### config.mk
export PLATFORM = sky130hd
export DESIGN_NAME = hec_hdlc_ctrl
export DESIGN_NICKNAME = d
export VERILOG_FILES = /design/src/hec_hdlc_ctrl.v
export VERILOG_INCLUDE_DIRS = /design/src
export SDC_FILE = /design/constraint.sdc
export NUM_CORES = 1
export LEC_CHECK = 0
export ABC_AREA = 1
export BUFFER_PORTS_ARGS = -buffer_cell sky130_fd_sc_hd__buf_2
export CAP_MARGIN = 20
export CORE_ASPECT_RATIO = 1.25
export CORE_UTILIZATION = 25
export CTS_CLUSTER_DIAMETER = 120
export DETAILED_ROUTE_END_ITERATION = 8
export PLACE_DENSITY_LB_ADDON = 0.05
export SLEW_MARGIN = 40
export SYNTH_ARGS = -nofsm -noshare
export SYNTH_HDL_FRONTEND = slang
export SYNTH_SLANG_ARGS = --single-unit
### constraint.sdc
create_clock -name clk -period 6.1 [get_ports clk]
set_input_delay 0.61 -clock clk [delete_from_list [all_inputs] [get_ports clk]]
set_output_delay 0.61 -clock clk [all_outputs]
set_load 0.02 [all_outputs]
### src/hec_consts.vh
/*
 Constants for the HDLC error and mode control block: register byte
 offsets, field positions, reset values, FIFO sizes and CRC constants.
 Assumes inclusion by bare name from plain Verilog design files.
*/
`ifndef HEC_CONSTS_VH
`define HEC_CONSTS_VH
// APB byte offsets
`define HEC_OFF_MODE 12'h000
`define HEC_OFF_GEN 12'h004
`define HEC_OFF_CMD 12'h008
`define HEC_OFF_STAT 12'h00C
`define HEC_OFF_RXSTAT 12'h010
`define HEC_OFF_RXLEN 12'h014
`define HEC_OFF_EVENT 12'h018
`define HEC_OFF_CRCERR 12'h01C
`define HEC_OFF_ABORTS 12'h020
`define HEC_OFF_RETRY 12'h024
`define HEC_OFF_DESCIDX 12'h028
// Mode register fields
`define HEC_MODE_RESET 16'h0000
`define HEC_NOF_HI 15
`define HEC_NOF_LO 12
`define HEC_CRC_HI 11
`define HEC_CRC_LO 10
`define HEC_RTE_BIT 9
`define HEC_FSE_BIT 7
`define HEC_DRT_BIT 6
`define HEC_BUS_BIT 5
`define HEC_BRM_BIT 4
`define HEC_MFF_BIT 3
`define HEC_MODE_WMASK 16'hFEF8
// General mode register bits
`define HEC_GEN_ENABLE 0
`define HEC_GEN_RFW 1
`define HEC_GEN_RTS_MODE_SEL 2
`define HEC_GEN_RESET 3'h0
`define HEC_GEN_WMASK 32'h00000007
// Command register bits
`define HEC_CMD_RESUME 0
`define HEC_CMD_HUNT 1
// Rx descriptor status positions
`define HEC_RB_OWN 15
`define HEC_RB_TAB 13
`define HEC_RB_FLAGUSE 12
`define HEC_RB_EOF 11
`define HEC_RB_HEAD 10
`define HEC_RB_CONT 9
`define HEC_RB_DPLL 7
`define HEC_RB_LONG 5
`define HEC_RB_ODD 4
`define HEC_RB_SEVEN 3
`define HEC_RB_CHECK 2
`define HEC_RB_LOST 1
`define HEC_RB_CARRIER 0
`define HEC_RXD_OFF_STAT 3'h0
`define HEC_RXD_OFF_LEN 3'h2
`define HEC_RXD_OFF_PTR 3'h4
// Tx descriptor status positions
`define HEC_TB_STARVED 1
`define HEC_TB_CTSLOST 0
// Event bits
`define HEC_EV_RXF 0
`define HEC_EV_TXE 1
// FIFO sizes in bytes
`define HEC_TXFIFO_CH1 32
`define HEC_TXFIFO_OTHER 16
`define HEC_RXFIFO_WIDE 4
// CRC polynomials and check residues
`define HEC_POLY16 32'h00001021
`define HEC_POLY32 32'h04C11DB7
`define HEC_RES16 32'h00001D0F
`define HEC_RES32 32'hC704DD7B
`define HEC_OVR_LEN 16'h0002
`endif

### src/hec_hdlc_ctrl.v
/*
 HDLC error and mode control for one serial channel: mode register,
 receive error detection with descriptor status, transmit error
 handling with retransmission, RTS/flag control and error counters.
 Assumes an APB master on clk, a serial bit clock and line pins from
 outside the clock domain, and a byte-level transmit data source.
*/
// Local design decisions: the APB register port and the register offsets.
`timescale 1ns/1ns
`default_nettype none
`include "hec_consts.vh"
module hec_hdlc_ctrl #(
   parameter CHANNEL_ONE = 1
) (
   input wire clk,
   input wire reset_n,
   input wire psel,
   input wire penable,
   input wire pwrite,
   input wire [11:0] paddr,
   input wire [31:0] pwdata,
   output reg [31:0] prdata,
   output reg pready,
   output reg pslverr,
   input wire serialClk,
   input wire rxData,
   input wire carrierPin,
   input wire ctsPin,
   input wire addrMatch,
   input wire [7:0] txByte,
   input wire txByteValid,
   input wire txFirstBuf,
   input wire txSecondBuf,
   input wire txLastByte,
   output reg txByteReady,
   output reg txLine,
   output reg rtsOut,
   output reg rxWordValid,
   output reg [31:0] rxWord,
   output reg txErrorEvent,
   output reg rxFrameEvent
);
   localparam [5:0] TX_DEPTH = CHANNEL_ONE ? `HEC_TXFIFO_CH1 : `HEC_TXFIFO_OTHER;
   localparam [1:0] TS_IDLE = 2'h0;
   localparam [1:0] TS_FRAME = 2'h1;
   localparam [1:0] TS_STOP = 2'h2;
   localparam [1:0] TS_WAITCTS = 2'h3;

   // CRC step over one bit, width chosen by mode
   function [31:0] crcBit;
      input [31:0] c;
      input b;
      input wide;
      reg fb;
      begin
         fb = (wide ? c[31] : c[15]) ^ b;
         crcBit = {c[30:0], 1'b0} ^ (fb ? (wide ? `HEC_POLY32 : `HEC_POLY16) : 32'h0);
         if (!wide) begin
            crcBit[31:16] = 16'h0000;
         end
      end
   endfunction

   // Wrapping 16-bit increment
   function [15:0] inc16;
      input [15:0] v;
      begin
         inc16 = v + 16'h0001;
      end
   endfunction

   reg [15:0] modeReg_r;
   reg [2:0] genReg_r;
   reg [15:0] crcErrCnt_r, abortCnt_r, retryCnt_r;
   reg [15:0] rxStat_r, rxLen_r, descIdx_r;
   reg [1:0] txStat_r, events_r;
   reg [1:0] sckSync_r, rxSync_r, cdSync_r, ctsSync_r;
   reg sckPrev_r;
   reg [1:0] txState_r;
   reg [3:0] flagLeft_r;
   reg [2:0] onesRun_r;
   reg inFrame_r, hunt_r, pendDel_r;
   reg [7:0] rxShift_r;
   reg [2:0] bitCnt_r;
   reg [31:0] crc_r, crcByte_r;
   reg [15:0] byteCnt_r;
   reg [1:0] wordBytes_r;
   reg rxHeld_r, rxFull_r;
   reg [5:0] txCount_r;
   reg [7:0] txSh_r;
   reg [3:0] txBits_r;
   reg retryArm_r, rtsDly_r;
   reg [15:0] rxClose;
   reg rxCloseEn;

   wire enable = genReg_r[`HEC_GEN_ENABLE];
   wire wide = modeReg_r[`HEC_CRC_HI];
   wire bitTick = sckSync_r[1] & ~sckPrev_r;
   wire rxBit = rxSync_r[1];
   wire apbAcc = psel & penable;
   wire apbWr = apbAcc & pwrite & pready;
   wire [3:0] min_flag_count = modeReg_r[`HEC_NOF_HI:`HEC_NOF_LO];
   wire fseOn = modeReg_r[`HEC_FSE_BIT] & genReg_r[`HEC_GEN_RTS_MODE_SEL];
   wire [3:0] flagsNeeded = (fseOn && min_flag_count != 4'h0) ? min_flag_count - 4'h1 : min_flag_count;
   wire txActive = (txState_r == TS_FRAME);
   wire rxMuted = modeReg_r[`HEC_DRT_BIT] & rtsOut;
   wire resumeCmd = apbWr && paddr == `HEC_OFF_CMD && pwdata[`HEC_CMD_RESUME];
   wire huntCmd = apbWr && paddr == `HEC_OFF_CMD && pwdata[`HEC_CMD_HUNT];
   wire canPreset = ~enable;
   wire [31:0] crcRes = wide ? `HEC_RES32 : `HEC_RES16;
   wire wordReady = genReg_r[`HEC_GEN_RFW] ? (wordBytes_r == 2'h3) : 1'b1;

   // Synchronise serial clock and line pins
   always @(posedge clk or negedge reset_n) begin
      if (!reset_n) begin
         sckSync_r <= 2'h0;
         rxSync_r <= 2'h3;
         cdSync_r <= 2'h0;
         ctsSync_r <= 2'h0;
         sckPrev_r <= 1'b0;
      end else begin
         sckSync_r <= {sckSync_r[0], serialClk};
         rxSync_r <= {rxSync_r[0], rxData};
         cdSync_r <= {cdSync_r[0], carrierPin};
         ctsSync_r <= {ctsSync_r[0], ctsPin};
         sckPrev_r <= sckSync_r[1];
      end
   end

   // APB slave, zero wait: one access cycle
   always @(posedge clk or negedge reset_n) begin
      if (!reset_n) begin
         prdata <= 32'h0;
         pready <= 1'b0;
         pslverr <= 1'b0;
         modeReg_r <= `HEC_MODE_RESET;
         genReg_r <= `HEC_GEN_RESET;
      end else begin
         pready <= psel & ~penable;
         pslverr <= 1'b0;
         if (psel & ~penable) begin
            case (paddr)
               `HEC_OFF_MODE: prdata <= {16'h0, modeReg_r};
               `HEC_OFF_GEN: prdata <= {29'h0, genReg_r};
               `HEC_OFF_CMD: prdata <= 32'h0;
               `HEC_OFF_STAT: prdata <= {24'h0, hunt_r, inFrame_r, txState_r, 2'h0, txStat_r};
               `HEC_OFF_RXSTAT: prdata <= {16'h0, rxStat_r};
               `HEC_OFF_RXLEN: prdata <= {16'h0, rxLen_r};
               `HEC_OFF_EVENT: prdata <= {30'h0, events_r};
               `HEC_OFF_CRCERR: prdata <= {16'h0, crcErrCnt_r};
               `HEC_OFF_ABORTS: prdata <= {16'h0, abortCnt_r};
               `HEC_OFF_RETRY: prdata <= {16'h0, retryCnt_r};
               `HEC_OFF_DESCIDX: prdata <= {16'h0, descIdx_r};
               default: begin
                  prdata <= 32'h0;
                  pslverr <= 1'b1;
               end
            endcase
         end
         if (apbWr && paddr == `HEC_OFF_MODE) begin
            modeReg_r <= pwdata[15:0] & `HEC_MODE_WMASK;
         end
         if (apbWr && paddr == `HEC_OFF_GEN) begin
            genReg_r <= pwdata[2:0];
         end
      end
   end

   // Receive close status: carrier beats abort beats overrun
   always @* begin
      rxClose = 16'h0000;
      rxCloseEn = 1'b0;
      if (inFrame_r && !cdSync_r[1]) begin
         rxClose[`HEC_RB_CARRIER] = 1'b1;
         rxCloseEn = 1'b1;
      end else if (inFrame_r && byteCnt_r != 16'h0 && bitTick && rxBit && onesRun_r == 3'h6) begin
         rxClose[`HEC_RB_SEVEN] = 1'b1;
         rxCloseEn = 1'b1;
      end else if (inFrame_r && rxFull_r && bitTick && bitCnt_r == 3'h7 && !(rxBit && onesRun_r == 3'h5)) begin
         rxClose[`HEC_RB_LOST] = 1'b1;
         rxCloseEn = 1'b1;
      end
   end

   // Receiver: flags, abort, unstuffing, CRC, errors, descriptor status
   always @(posedge clk or negedge reset_n) begin
      if (!reset_n) begin
         onesRun_r <= 3'h0;
         inFrame_r <= 1'b0;
         hunt_r <= 1'b1;
         rxShift_r <= 8'h00;
         bitCnt_r <= 3'h0;
         crc_r <= 32'hFFFFFFFF;
         crcByte_r <= 32'hFFFFFFFF;
         byteCnt_r <= 16'h0;
         wordBytes_r <= 2'h0;
         rxHeld_r <= 1'b0;
         rxFull_r <= 1'b0;
         rxStat_r <= 16'h0;
         rxLen_r <= 16'h0;
         descIdx_r <= 16'h0;
         crcErrCnt_r <= 16'h0;
         abortCnt_r <= 16'h0;
         rxWord <= 32'h0;
         rxWordValid <= 1'b0;
         rxFrameEvent <= 1'b0;
         pendDel_r <= 1'b0;
      end else begin
         rxWordValid <= 1'b0;
         rxFrameEvent <= 1'b0;
         rxFull_r <= rxHeld_r & ~rxWordValid;
         if (rxCloseEn || huntCmd) begin
            // Error close or hunt command: own bit cleared, last flag, enter hunt
            rxStat_r <= rxClose | (16'h1 << `HEC_RB_EOF);
            rxLen_r <= (rxClose[`HEC_RB_LOST] && !addrMatch) ? `HEC_OVR_LEN : byteCnt_r;
            rxFrameEvent <= rxCloseEn;
            if (rxClose[`HEC_RB_SEVEN]) begin
               abortCnt_r <= inc16(abortCnt_r);
            end
            descIdx_r <= inc16(descIdx_r);
            inFrame_r <= 1'b0;
            hunt_r <= 1'b1;
            onesRun_r <= 3'h0;
            crc_r <= 32'hFFFFFFFF;
         end else if (bitTick && !rxMuted) begin
            if (rxBit) begin
               onesRun_r <= (onesRun_r == 3'h7) ? onesRun_r : onesRun_r + 3'h1;
            end else begin
               onesRun_r <= 3'h0;
            end
            if (!rxBit && onesRun_r == 3'h6) begin
               // Flag: closes a frame or opens one; outside a frame aborts are silent
               if (inFrame_r && byteCnt_r != 16'h0) begin
                  rxStat_r <= (16'h1 << `HEC_RB_EOF)
                     | ((bitCnt_r != 3'h7) ? (16'h1 << `HEC_RB_ODD) : 16'h0)
                     | ((bitCnt_r == 3'h7 && crcByte_r != crcRes)
                     ? (16'h1 << `HEC_RB_CHECK) : 16'h0);
                  if (bitCnt_r == 3'h7 && crcByte_r != crcRes) begin
                     crcErrCnt_r <= inc16(crcErrCnt_r);
                  end
                  rxLen_r <= byteCnt_r;
                  rxFrameEvent <= 1'b1;
                  descIdx_r <= inc16(descIdx_r);
               end
               // Back-to-back frame opens on the same flag
               inFrame_r <= 1'b1;
               hunt_r <= 1'b0;
               bitCnt_r <= 3'h0;
               byteCnt_r <= 16'h0;
               wordBytes_r <= 2'h0;
               crc_r <= 32'hFFFFFFFF;
            end else if (rxBit && onesRun_r >= 3'h6) begin
               inFrame_r <= 1'b0;
            end else if (inFrame_r && !(!rxBit && onesRun_r == 3'h5)) begin
               // LSB first assembly, CRC over every data bit
               rxShift_r <= {rxBit, rxShift_r[7:1]};
               crc_r <= crcBit(crc_r, rxBit, wide);
               bitCnt_r <= bitCnt_r + 3'h1;
               if (bitCnt_r == 3'h7) begin
                  byteCnt_r <= inc16(byteCnt_r);
                  crcByte_r <= crcBit(crc_r, rxBit, wide);
                  rxWord <= {rxWord[23:0], rxBit, rxShift_r[7:1]};
                  wordBytes_r <= wordBytes_r + 2'h1;
                  if (wordReady) begin
                     rxWordValid <= 1'b1;
                     rxHeld_r <= 1'b1;
                  end
               end
            end
         end
         if (apbWr && canPreset && paddr == `HEC_OFF_CRCERR) begin
            crcErrCnt_r <= pwdata[15:0];
         end
         if (apbWr && canPreset && paddr == `HEC_OFF_ABORTS) begin
            abortCnt_r <= pwdata[15:0];
         end
         pendDel_r <= rxWordValid;
         if (pendDel_r) begin
            rxHeld_r <= 1'b0;
         end
      end
   end

   // Transmitter: byte FIFO count, errors, retransmission, flags, RTS
   always @(posedge clk or negedge reset_n) begin
      if (!reset_n) begin
         txState_r <= TS_IDLE;
         txStat_r <= 2'h0;
         events_r <= 2'h0;
         retryCnt_r <= 16'h0;
         txCount_r <= 6'h0;
         txSh_r <= 8'hFF;
         txBits_r <= 4'h0;
         flagLeft_r <= 4'h0;
         retryArm_r <= 1'b0;
         rtsDly_r <= 1'b0;
         txByteReady <= 1'b0;
         txLine <= 1'b1;
         rtsOut <= 1'b0;
         txErrorEvent <= 1'b0;
      end else begin
         txErrorEvent <= 1'b0;
         txByteReady <= txActive && (txCount_r + {5'h0, txByteValid & txByteReady}) < TX_DEPTH;
         // Write-one clear first, so a set in the same cycle wins
         if (apbWr && paddr == `HEC_OFF_EVENT && pwdata[`HEC_EV_TXE]) begin
            events_r[`HEC_EV_TXE] <= 1'b0;
         end
         case (txState_r)
            TS_IDLE: begin
               if (bitTick && flagLeft_r != 4'h0) begin
                  flagLeft_r <= flagLeft_r - 4'h1;
               end
               if (enable && txByteValid && flagLeft_r == 4'h0) begin
                  txState_r <= TS_FRAME;
                  retryArm_r <= txFirstBuf | txSecondBuf;
               end
            end
            TS_FRAME: begin
               if (bitTick) begin
                  txLine <= txSh_r[0];
                  txSh_r <= {1'b1, txSh_r[7:1]};
                  txBits_r <= txBits_r + 4'h1;
               end
               if (txByteValid && txByteReady) begin
                  txCount_r <= txCount_r + 6'h1;
               end
               if (!ctsSync_r[1]) begin
                  txStat_r[`HEC_TB_CTSLOST] <= 1'b1;
                  txErrorEvent <= 1'b1;
                  events_r[`HEC_EV_TXE] <= 1'b1;
                  if (modeReg_r[`HEC_RTE_BIT] && retryArm_r) begin
                     txState_r <= TS_WAITCTS;
                  end else begin
                     txState_r <= TS_STOP;
                  end
               end else if (bitTick && txBits_r == 4'h7 && txCount_r == 6'h0 && !txLastByte) begin
                  txStat_r[`HEC_TB_STARVED] <= 1'b1;
                  txErrorEvent <= 1'b1;
                  events_r[`HEC_EV_TXE] <= 1'b1;
                  txState_r <= TS_STOP;
               end else if (txLastByte && txCount_r == 6'h0) begin
                  txState_r <= TS_IDLE;
                  flagLeft_r <= flagsNeeded;
               end
               if (bitTick && txBits_r == 4'h7) begin
                  txBits_r <= 4'h0;
                  txSh_r <= txByte;
                  if (txCount_r != 6'h0) begin
                     txCount_r <= txCount_r - 6'h1;
                  end
               end
            end
            TS_WAITCTS: begin
               txLine <= 1'b1;
               txCount_r <= 6'h0;
               if (ctsSync_r[1]) begin
                  retryCnt_r <= inc16(retryCnt_r);
                  txState_r <= TS_FRAME;
               end
            end
            TS_STOP: begin
               txLine <= 1'b1;
               txCount_r <= 6'h0;
               if (resumeCmd) begin
                  txState_r <= TS_IDLE;
                  txStat_r <= 2'h0;
               end
            end
            default: txState_r <= TS_IDLE;
         endcase
         if (bitTick) begin
            rtsDly_r <= txActive;
         end
         // Bus mode: optional one bit delay of RTS
         if (modeReg_r[`HEC_BUS_BIT] && modeReg_r[`HEC_BRM_BIT]) begin
            rtsOut <= rtsDly_r & txActive;
         end else begin
            rtsOut <= txActive;
         end
         if (rxFrameEvent) begin
            events_r[`HEC_EV_RXF] <= 1'b1;
         end else if (apbWr && paddr == `HEC_OFF_EVENT && pwdata[`HEC_EV_RXF]) begin
            events_r[`HEC_EV_RXF] <= 1'b0;
         end
         if (apbWr && canPreset && paddr == `HEC_OFF_RETRY) begin
            retryCnt_r <= pwdata[15:0];
         end
      end
   end
endmodule
`default_nettype wire

* Yosys cells after proc, flatten, opt, wreduce, memory -nomap -nowiden
Cells that the tools add are included.
** Cells by class
- Eq/ne operators :: 39
- Mux-type cells :: 128
- Bitwise gates (word level) :: 21
- Magnitude comparators :: 2
- Reduce and logical (&&, ||, !) cells :: 103
- Add/subtract/negate cells :: 14
** Operators by type and width (count)
- 2-to-1 mux 16 bit :: 30
- 2-to-1 mux 32 bit :: 6
- case mux 16 bit (10 select lines) :: 1
- adder 16 x 1 -> 16 bit (second input constant) :: 5
- 2-to-1 mux 27 bit :: 2
- 2-to-1 mux 1 bit :: 53
- equality test 12 x 5 -> 1 bit (second input constant) :: 4
- nonzero test 2 bit :: 22
- logical AND 1 bit :: 41
- equality test 12 x 6 -> 1 bit (second input constant) :: 3
- inequality test 32 bit :: 1
- bitwise XOR 32 x 27 -> 32 bit :: 1
- 2-to-1 mux 4 bit :: 7
- equality test 12 x 4 -> 1 bit (second input constant) :: 2
- 2-to-1 mux 3 bit :: 8
- inequality test 2 bit (second input constant) :: 12
- 2-to-1 mux 2 bit :: 10
- AND reduction 5 bit :: 4
- 2-to-1 mux 6 bit :: 3
- 2-to-1 mux 8 bit :: 2
- AND reduction 2 bit :: 8
- nonzero test 16 bit :: 1
- equality test 12 x 3 -> 1 bit (second input constant) :: 1
- equality test 3 bit (second input constant) :: 4
- other kinds (41) :: 76
** Storage, ports and cells
- Register bits :: 323
- Bits of input ports :: 66
- Output and inout bits :: 72

* Longest topological paths before layout
- Depth in word-level cells :: 11
- Depth in mapped cells :: 15
- Mapped depth without buffers :: 14

* Least setup slack after synthesis
No wires, ideal clock.
- Kind :: flip-flop to flip-flop
- From :: reg bitCnt_r[0]
- To :: reg crcErrCnt_r[11]
- Path buffers :: 2
- Library setup time :: 0.125 ns
- Arrival time :: 1.895 ns
- Data required time :: 5.975 ns
- Path slack :: 4.080 ns
- Stages on the path, launching flop included :: 15
- Clock period less this slack :: 2.020 ns
- Cell sequence :: dfrtp_1 ha_1 ha_1 nand2_1 inv_1 nand2_1 nor2_1 nor2_4 nand3_4 nor2_4 buf_4 nand2_4 buf_4 nand3_1 nand3_1
** On the way
- Longest elaborated chain between the ends :: 9
** RTL lines
- start: declaration :: line hec_hdlc_ctrl.v:84 : reg [2:0] bitCnt_r;
- start signal: assignment :: line hec_hdlc_ctrl.v:258 : bitCnt_r <= bitCnt_r + 3'h1;
- equality test 3 bit (*) :: line hec_hdlc_ctrl.v:179, hec_hdlc_ctrl.v:238
- logical AND 1 bit (2 in a row) :: line hec_hdlc_ctrl.v:179 : end else if (inFrame_r && rxFull_r && bitTick && bitCnt_r == 3'h7 && !(rxBit && onesRun_r == 3'h5)) begin
- 2-to-1 mux 1 bit :: line hec_hdlc_ctrl.v:179
- 2-to-1 mux 1 bit :: line hec_hdlc_ctrl.v:176 : end else if (inFrame_r && byteCnt_r != 16'h0 && bitTick && rxBit && onesRun_r == 3'h6) begin
- 2-to-1 mux 1 bit :: line hec_hdlc_ctrl.v:173 : if (inFrame_r && !cdSync_r[1]) begin
- logical OR 1 bit :: line hec_hdlc_ctrl.v:212 : if (rxCloseEn || huntCmd) begin
- inequality test 2 x 1 -> 1 bit (no source line)
- AND reduction 5 bit (no source line) (*)
- end signal: assignment :: line hec_hdlc_ctrl.v:239 : crcErrCnt_r <= inc16(crcErrCnt_r);
- end signal: assignment :: line hec_hdlc_ctrl.v:272 : crcErrCnt_r <= pwdata[15:0];
- end: declaration :: line hec_hdlc_ctrl.v:74 : reg [15:0] crcErrCnt_r, abortCnt_r, retryCnt_r;
Mark *: on every way between the ends. The rest lies on a longest branch, timed or not.
A chain may end at the register's enable or synchronous reset.

* Final worst setup path
- From :: reg onesRun_r[0]
- To :: reg rxWord[28]
** On the way
- Longest elaborated chain between the ends :: 10
** RTL lines
- start: declaration :: line hec_hdlc_ctrl.v:81 : reg [2:0] onesRun_r;
- start signal: assignment :: line hec_hdlc_ctrl.v:227 : onesRun_r <= (onesRun_r == 3'h7) ? onesRun_r : onesRun_r + 3'h1;
- equality test 3 bit :: line hec_hdlc_ctrl.v:179, hec_hdlc_ctrl.v:254
- logical AND 1 bit :: line hec_hdlc_ctrl.v:179
- logical NOT 1 bit :: line hec_hdlc_ctrl.v:179
- logical AND 1 bit :: line hec_hdlc_ctrl.v:179
- 2-to-1 mux 1 bit :: line hec_hdlc_ctrl.v:179
- 2-to-1 mux 1 bit :: line hec_hdlc_ctrl.v:176
- 2-to-1 mux 1 bit :: line hec_hdlc_ctrl.v:173
- logical OR 1 bit :: line hec_hdlc_ctrl.v:212
- NOT 1 bit (no source line)
- AND reduction 6 bit (no source line) (*)
- end signal: assignment :: line hec_hdlc_ctrl.v:262 : rxWord <= {rxWord[23:0], rxBit, rxShift_r[7:1]};
- end: declaration :: line hec_hdlc_ctrl.v:39 : output reg [31:0] rxWord,
Marked as above.

==> summary.txt <==
Run status
  – Status: completed

STA
  – Worst Skew: 0.02740 ns
  – Least-Margin Pin Slew: 0.7175 ns
  – Finish-stage setup viols: 0
  – Hold WS: 0.1433 ns
  – Crit path time final: 3.492 ns
  – Maximum clock frequency: 0.2864 GHz
  – Setup ws final: 2.608 ns
  – Fin. max-slew vios: 0
  – RSZ-0062 raised after global routing: false
  – Post-route clock period utilization: 0.5725
  – Sum of negative setup slack: 0 ns
  – Final hold vios: 0
  – Worst slew margin: 0.5211

Clock network
  – Root buffer cell: clkbuf_16
  – Post-CTS Hold Fix Bufs: 0
  – CTS-repair resized insts: 0
  – CTS Sinks: 296
  – Clk buf depth: 3
  – CTS buffer count: 38
  – Clock Latency Late Sink: 0.57 ns
  – H-tree levels: 2
  – Post-CTS setup buffer count: 0
  – CTS clk-pin slew, worst paths: 0.06 ns
  – CTS tree: yes

Synth
  – FF+latch count, synth: 296
  – Most common cell in the synthesized netlist: nand2_1
  – Synth Cell Area: 15630 um2
  – Async S/R FF share, synth: 1.000
  – Synth Flop Type: dfrtp_1
  – Post-synth EDFFs: 0
  – Top cell type's share of synthesized area: 0.3522
  – Cell taking the most area after synthesis: dfrtp_1
  – Yosys warnings: 0
  – Syn_area_per_cell: 7.902 um2
  – Synth unique cells: 43
  – Most frequent cells after synthesis: 515 x nand2_1, 243 x inv_1, 220 x dfrtp_1, 177 x nor2_1, 163 x o21ai_0
  – Post-Synthesis Cells: 1978
  – Sequential area share after synthesis: 0.4800
  – Top post-synthesis cells by area: dfrtp_1 35%, dfstp_2 13%, nand2_1 12%, inv_1 5.8%, o21ai_0 5.2%

Route
  – Routed Wire Length: 51130 um
  – Iteration-0 DRC Markers: 689
  – Via count: 13040
  – First-pass DRT Iterations: 5
  – Avg WL per Cell: 17.42 um
  – Vias per cell: 4.441
  – Post-DRT Antenna Nets: 0
  – DR DRC count: 0

Floorplanning
  – CORE AREA: 61900 um2
  – Die height: 281.6 um
  – Initial core utilization: 0.2525
  – Core Rows: 102
  – DIE AREA: 63530 um2
  – Die W: 225.6 um
  – IO Count: 138

Setup path
  – Worst r2r path cells: 10
  – FF-to-FF Start: onesRun_r[0]$_DFFE_PN0P_
  – Worst Setup EP: rxWord[28]$_DFFE_PN0P_
  – Max stage delay on crit path: 0.58 ns
  – Slowest stage cell, crit path: nand3_2
  – Reg2Reg Setup Slack: 2.61 ns
  – Crit path cell chain: inv_1 -> ha_1 -> nand3_2 -> inv_2 -> nor2_2 -> buf_4 -> nand3_4 -> buf_12 -> buf_4 -> o21ai_0
  – Type of origin of the critical path: flop
  – Critical Path Start: onesRun_r[0]$_DFFE_PN0P_
  – Worst-path fanout max: 44
  – Cell mode on critical path: buf_4
  – Capturing point of the worst reg2reg path: rxWord[28]$_DFFE_PN0P_
  – Crit path kind: reg2reg
  – CP Buf/Inv Count: 5
  – WP data required: 6.54 ns
  – Stages on the worst setup path: 10
  – Cell family with most CP delay: buffers and inverters
  – Critical Path AT: 3.93 ns
  – Crit path capture type: flop

Pwr
  – Pleak: 0.008681 uW
  – Comb power frac: 0.180
  – VDD IR max: 179.9 uV
  – Internal: 3892 uW
  – Power per cell area: 311.8 nW/um2
  – Sw frac: 0.3149
  – Clk pwr share: 0.380
  – Seq pwr share: 0.440
  – Sw power: 1789 uW

Global route
  – Largest net degree at the start of global routing: 90
  – First-pass GRT wire length: 79510 um
  – Initial antenna violation count: 1
  – Grt ovf: 0
  – Tot GR Track Use: 0.1641
  – Vias in the first global route: 13040

Cells and area
  – Share of cells above drive strength 1: 0.1417
  – Cell area after layout: 18220 um2
  – Inserted Diodes: 0
  – Area Growth Syn to Fin: 16.59%
  – Nets: 2168

Worst hold path
  – Hold_sp: rxData
  – Hold WC Path Type: in2reg

Placement
  – DP Wirelength: 37240 um
  – Routability congestion estimate from global placement: 0.8213
  – Dpl cell area: 17000 um2
  – Port Buffers: 105
  – Place WS: 2.522 ns

Run
  – Max-cap viol count: 0
## worst min path at each step
stage / end / slack, ns / cells past startpoint
floorplan: abortCnt_r[0]$_DFFE_PN0P_ / 0.31 / 0
finish: rxSync_r[0]$_DFF_PN1_ / 0.14 / 1
global placement: cdSync_r[1]$_DFF_PN0_ / 0.34 / 0
detailed placement: cdSync_r[1]$_DFF_PN0_ / 0.34 / 0
CTS: txBits_r[1]$_DFFE_PN0P_ / 0.09 / 1
global route: rxSync_r[0]$_DFF_PN1_ / 0.11 / 1
## metrics by stage
stage | util | total power, uW | std cells
2_1_floorplan | - | 3217 | 1993
3_3_place_gp | 0.2737 | 3555 | 2865
3_5_place_dp | 0.2747 | 3571 | 2867
4_1_cts | 0.2937 | 5801 | 2933
5_1_grt | 0.2944 | 6064 | 2935
6_report | 0.2944 | 5681 | 2935
## worst reg2reg max path: cells and delay by family, from the launching register on
family	cells	cell delay [ns]
simple gates	3	1.03
flops	1	0.42
compound gates	1	0.15
fa+ha+maj	1	0.23
buf+inv	5	1.54
## area by class of cell
type	count	area, um2
inverters	251	942.2
fillers	6736	43670
repair buffers	123	742.0
well taps	832	1041
clock inverters	15	118.9
flip-flops and latches	296	7502
multi-input cells	1367	6817
clock buffers	51	1060
## metal layers
layer | vias to the layer above | track usage | wire length (um)
met3 | 62 | 0.02491 | 1370
li1 | 6552 | - | -
met4 | 2 | 0.04553 | 1133
met1 | 6274 | 0.1971 | 21600
met5 | - | 0 | 13
met2 | 145 | 0.3004 | 27020
## cell usage in the layout, fill, tap and decap left out, types with 5 or more instances in the layout
cell	instances
nand2_1	515
inv_1	243
dfrtp_1	220
nor2_1	175
o21ai_0	163
nand3_1	126
buf_2	104
dfstp_2	76
xor2_1	67
o21ai_1	54
clkbuf_16	38
nor3_1	35
nand4_1	32
a21oi_1	29
o22ai_1	29
ha_1	25
o221ai_1	20
xnor2_1	16
conb_1	16
buf_4	12
nand3b_1	10
nor2_2	9
clkinv_2	9
inv_2	7
clkbuf_1	7
o21ai_2	6
o211ai_1	6
clkbuf_8	6
nand2_2	5
## kinds of logic (layout without fill, tap and decap cells)
| family | count (synthesis) | after routing | synth area share |
|---|---|---|---|
| AOI/OAI and AO/OA | 314 | 314 | 0.1109 |
| xor gates and xnor gates | 83 | 83 | 0.04651 |
| adders and majority gates | 25 | 25 | 0.02001 |
| buffers and inverters | 330 | 440 | 0.08886 |
| DFF | 296 | 296 | 0.4800 |
| muxes | 2 | 2 | 0.001441 |
| other | 1 | 16 | 0.0002399 |
| and+or+nand+nor | 927 | 927 | 0.2521 |
## power by group through the flow
stage	clock network [uW]	registers (uW)	logic [uW]
floorplan	0	2490	731
global placement	0	2530	1030
detailed placement	0	2530	1040
CTS	2260	2500	1040
global route	2330	2530	1200
finish	2160	2500	1020
## flip-flops by register name, summed over array words and instances, names as in the netlist, 3 cells and up
| register | cells |
|---|---|
| txBits_r | 4 |
| txSh_r | 8 |
| descIdx_r | 16 |
| crcByte_r | 32 |
| txCount_r | 6 |
| rxShift_r | 7 |
| abortCnt_r | 16 |
| onesRun_r | 3 |
| rxLen_r | 16 |
| crc_r | 32 |
| modeReg_r | 12 |
| retryCnt_r | 16 |
| crcErrCnt_r | 16 |
| flagLeft_r | 4 |
| rxWord | 32 |
| genReg_r | 3 |
| prdata | 16 |
| rxStat_r | 6 |
| byteCnt_r | 16 |
| bitCnt_r | 3 |
(Power assumes the default switching activity.)
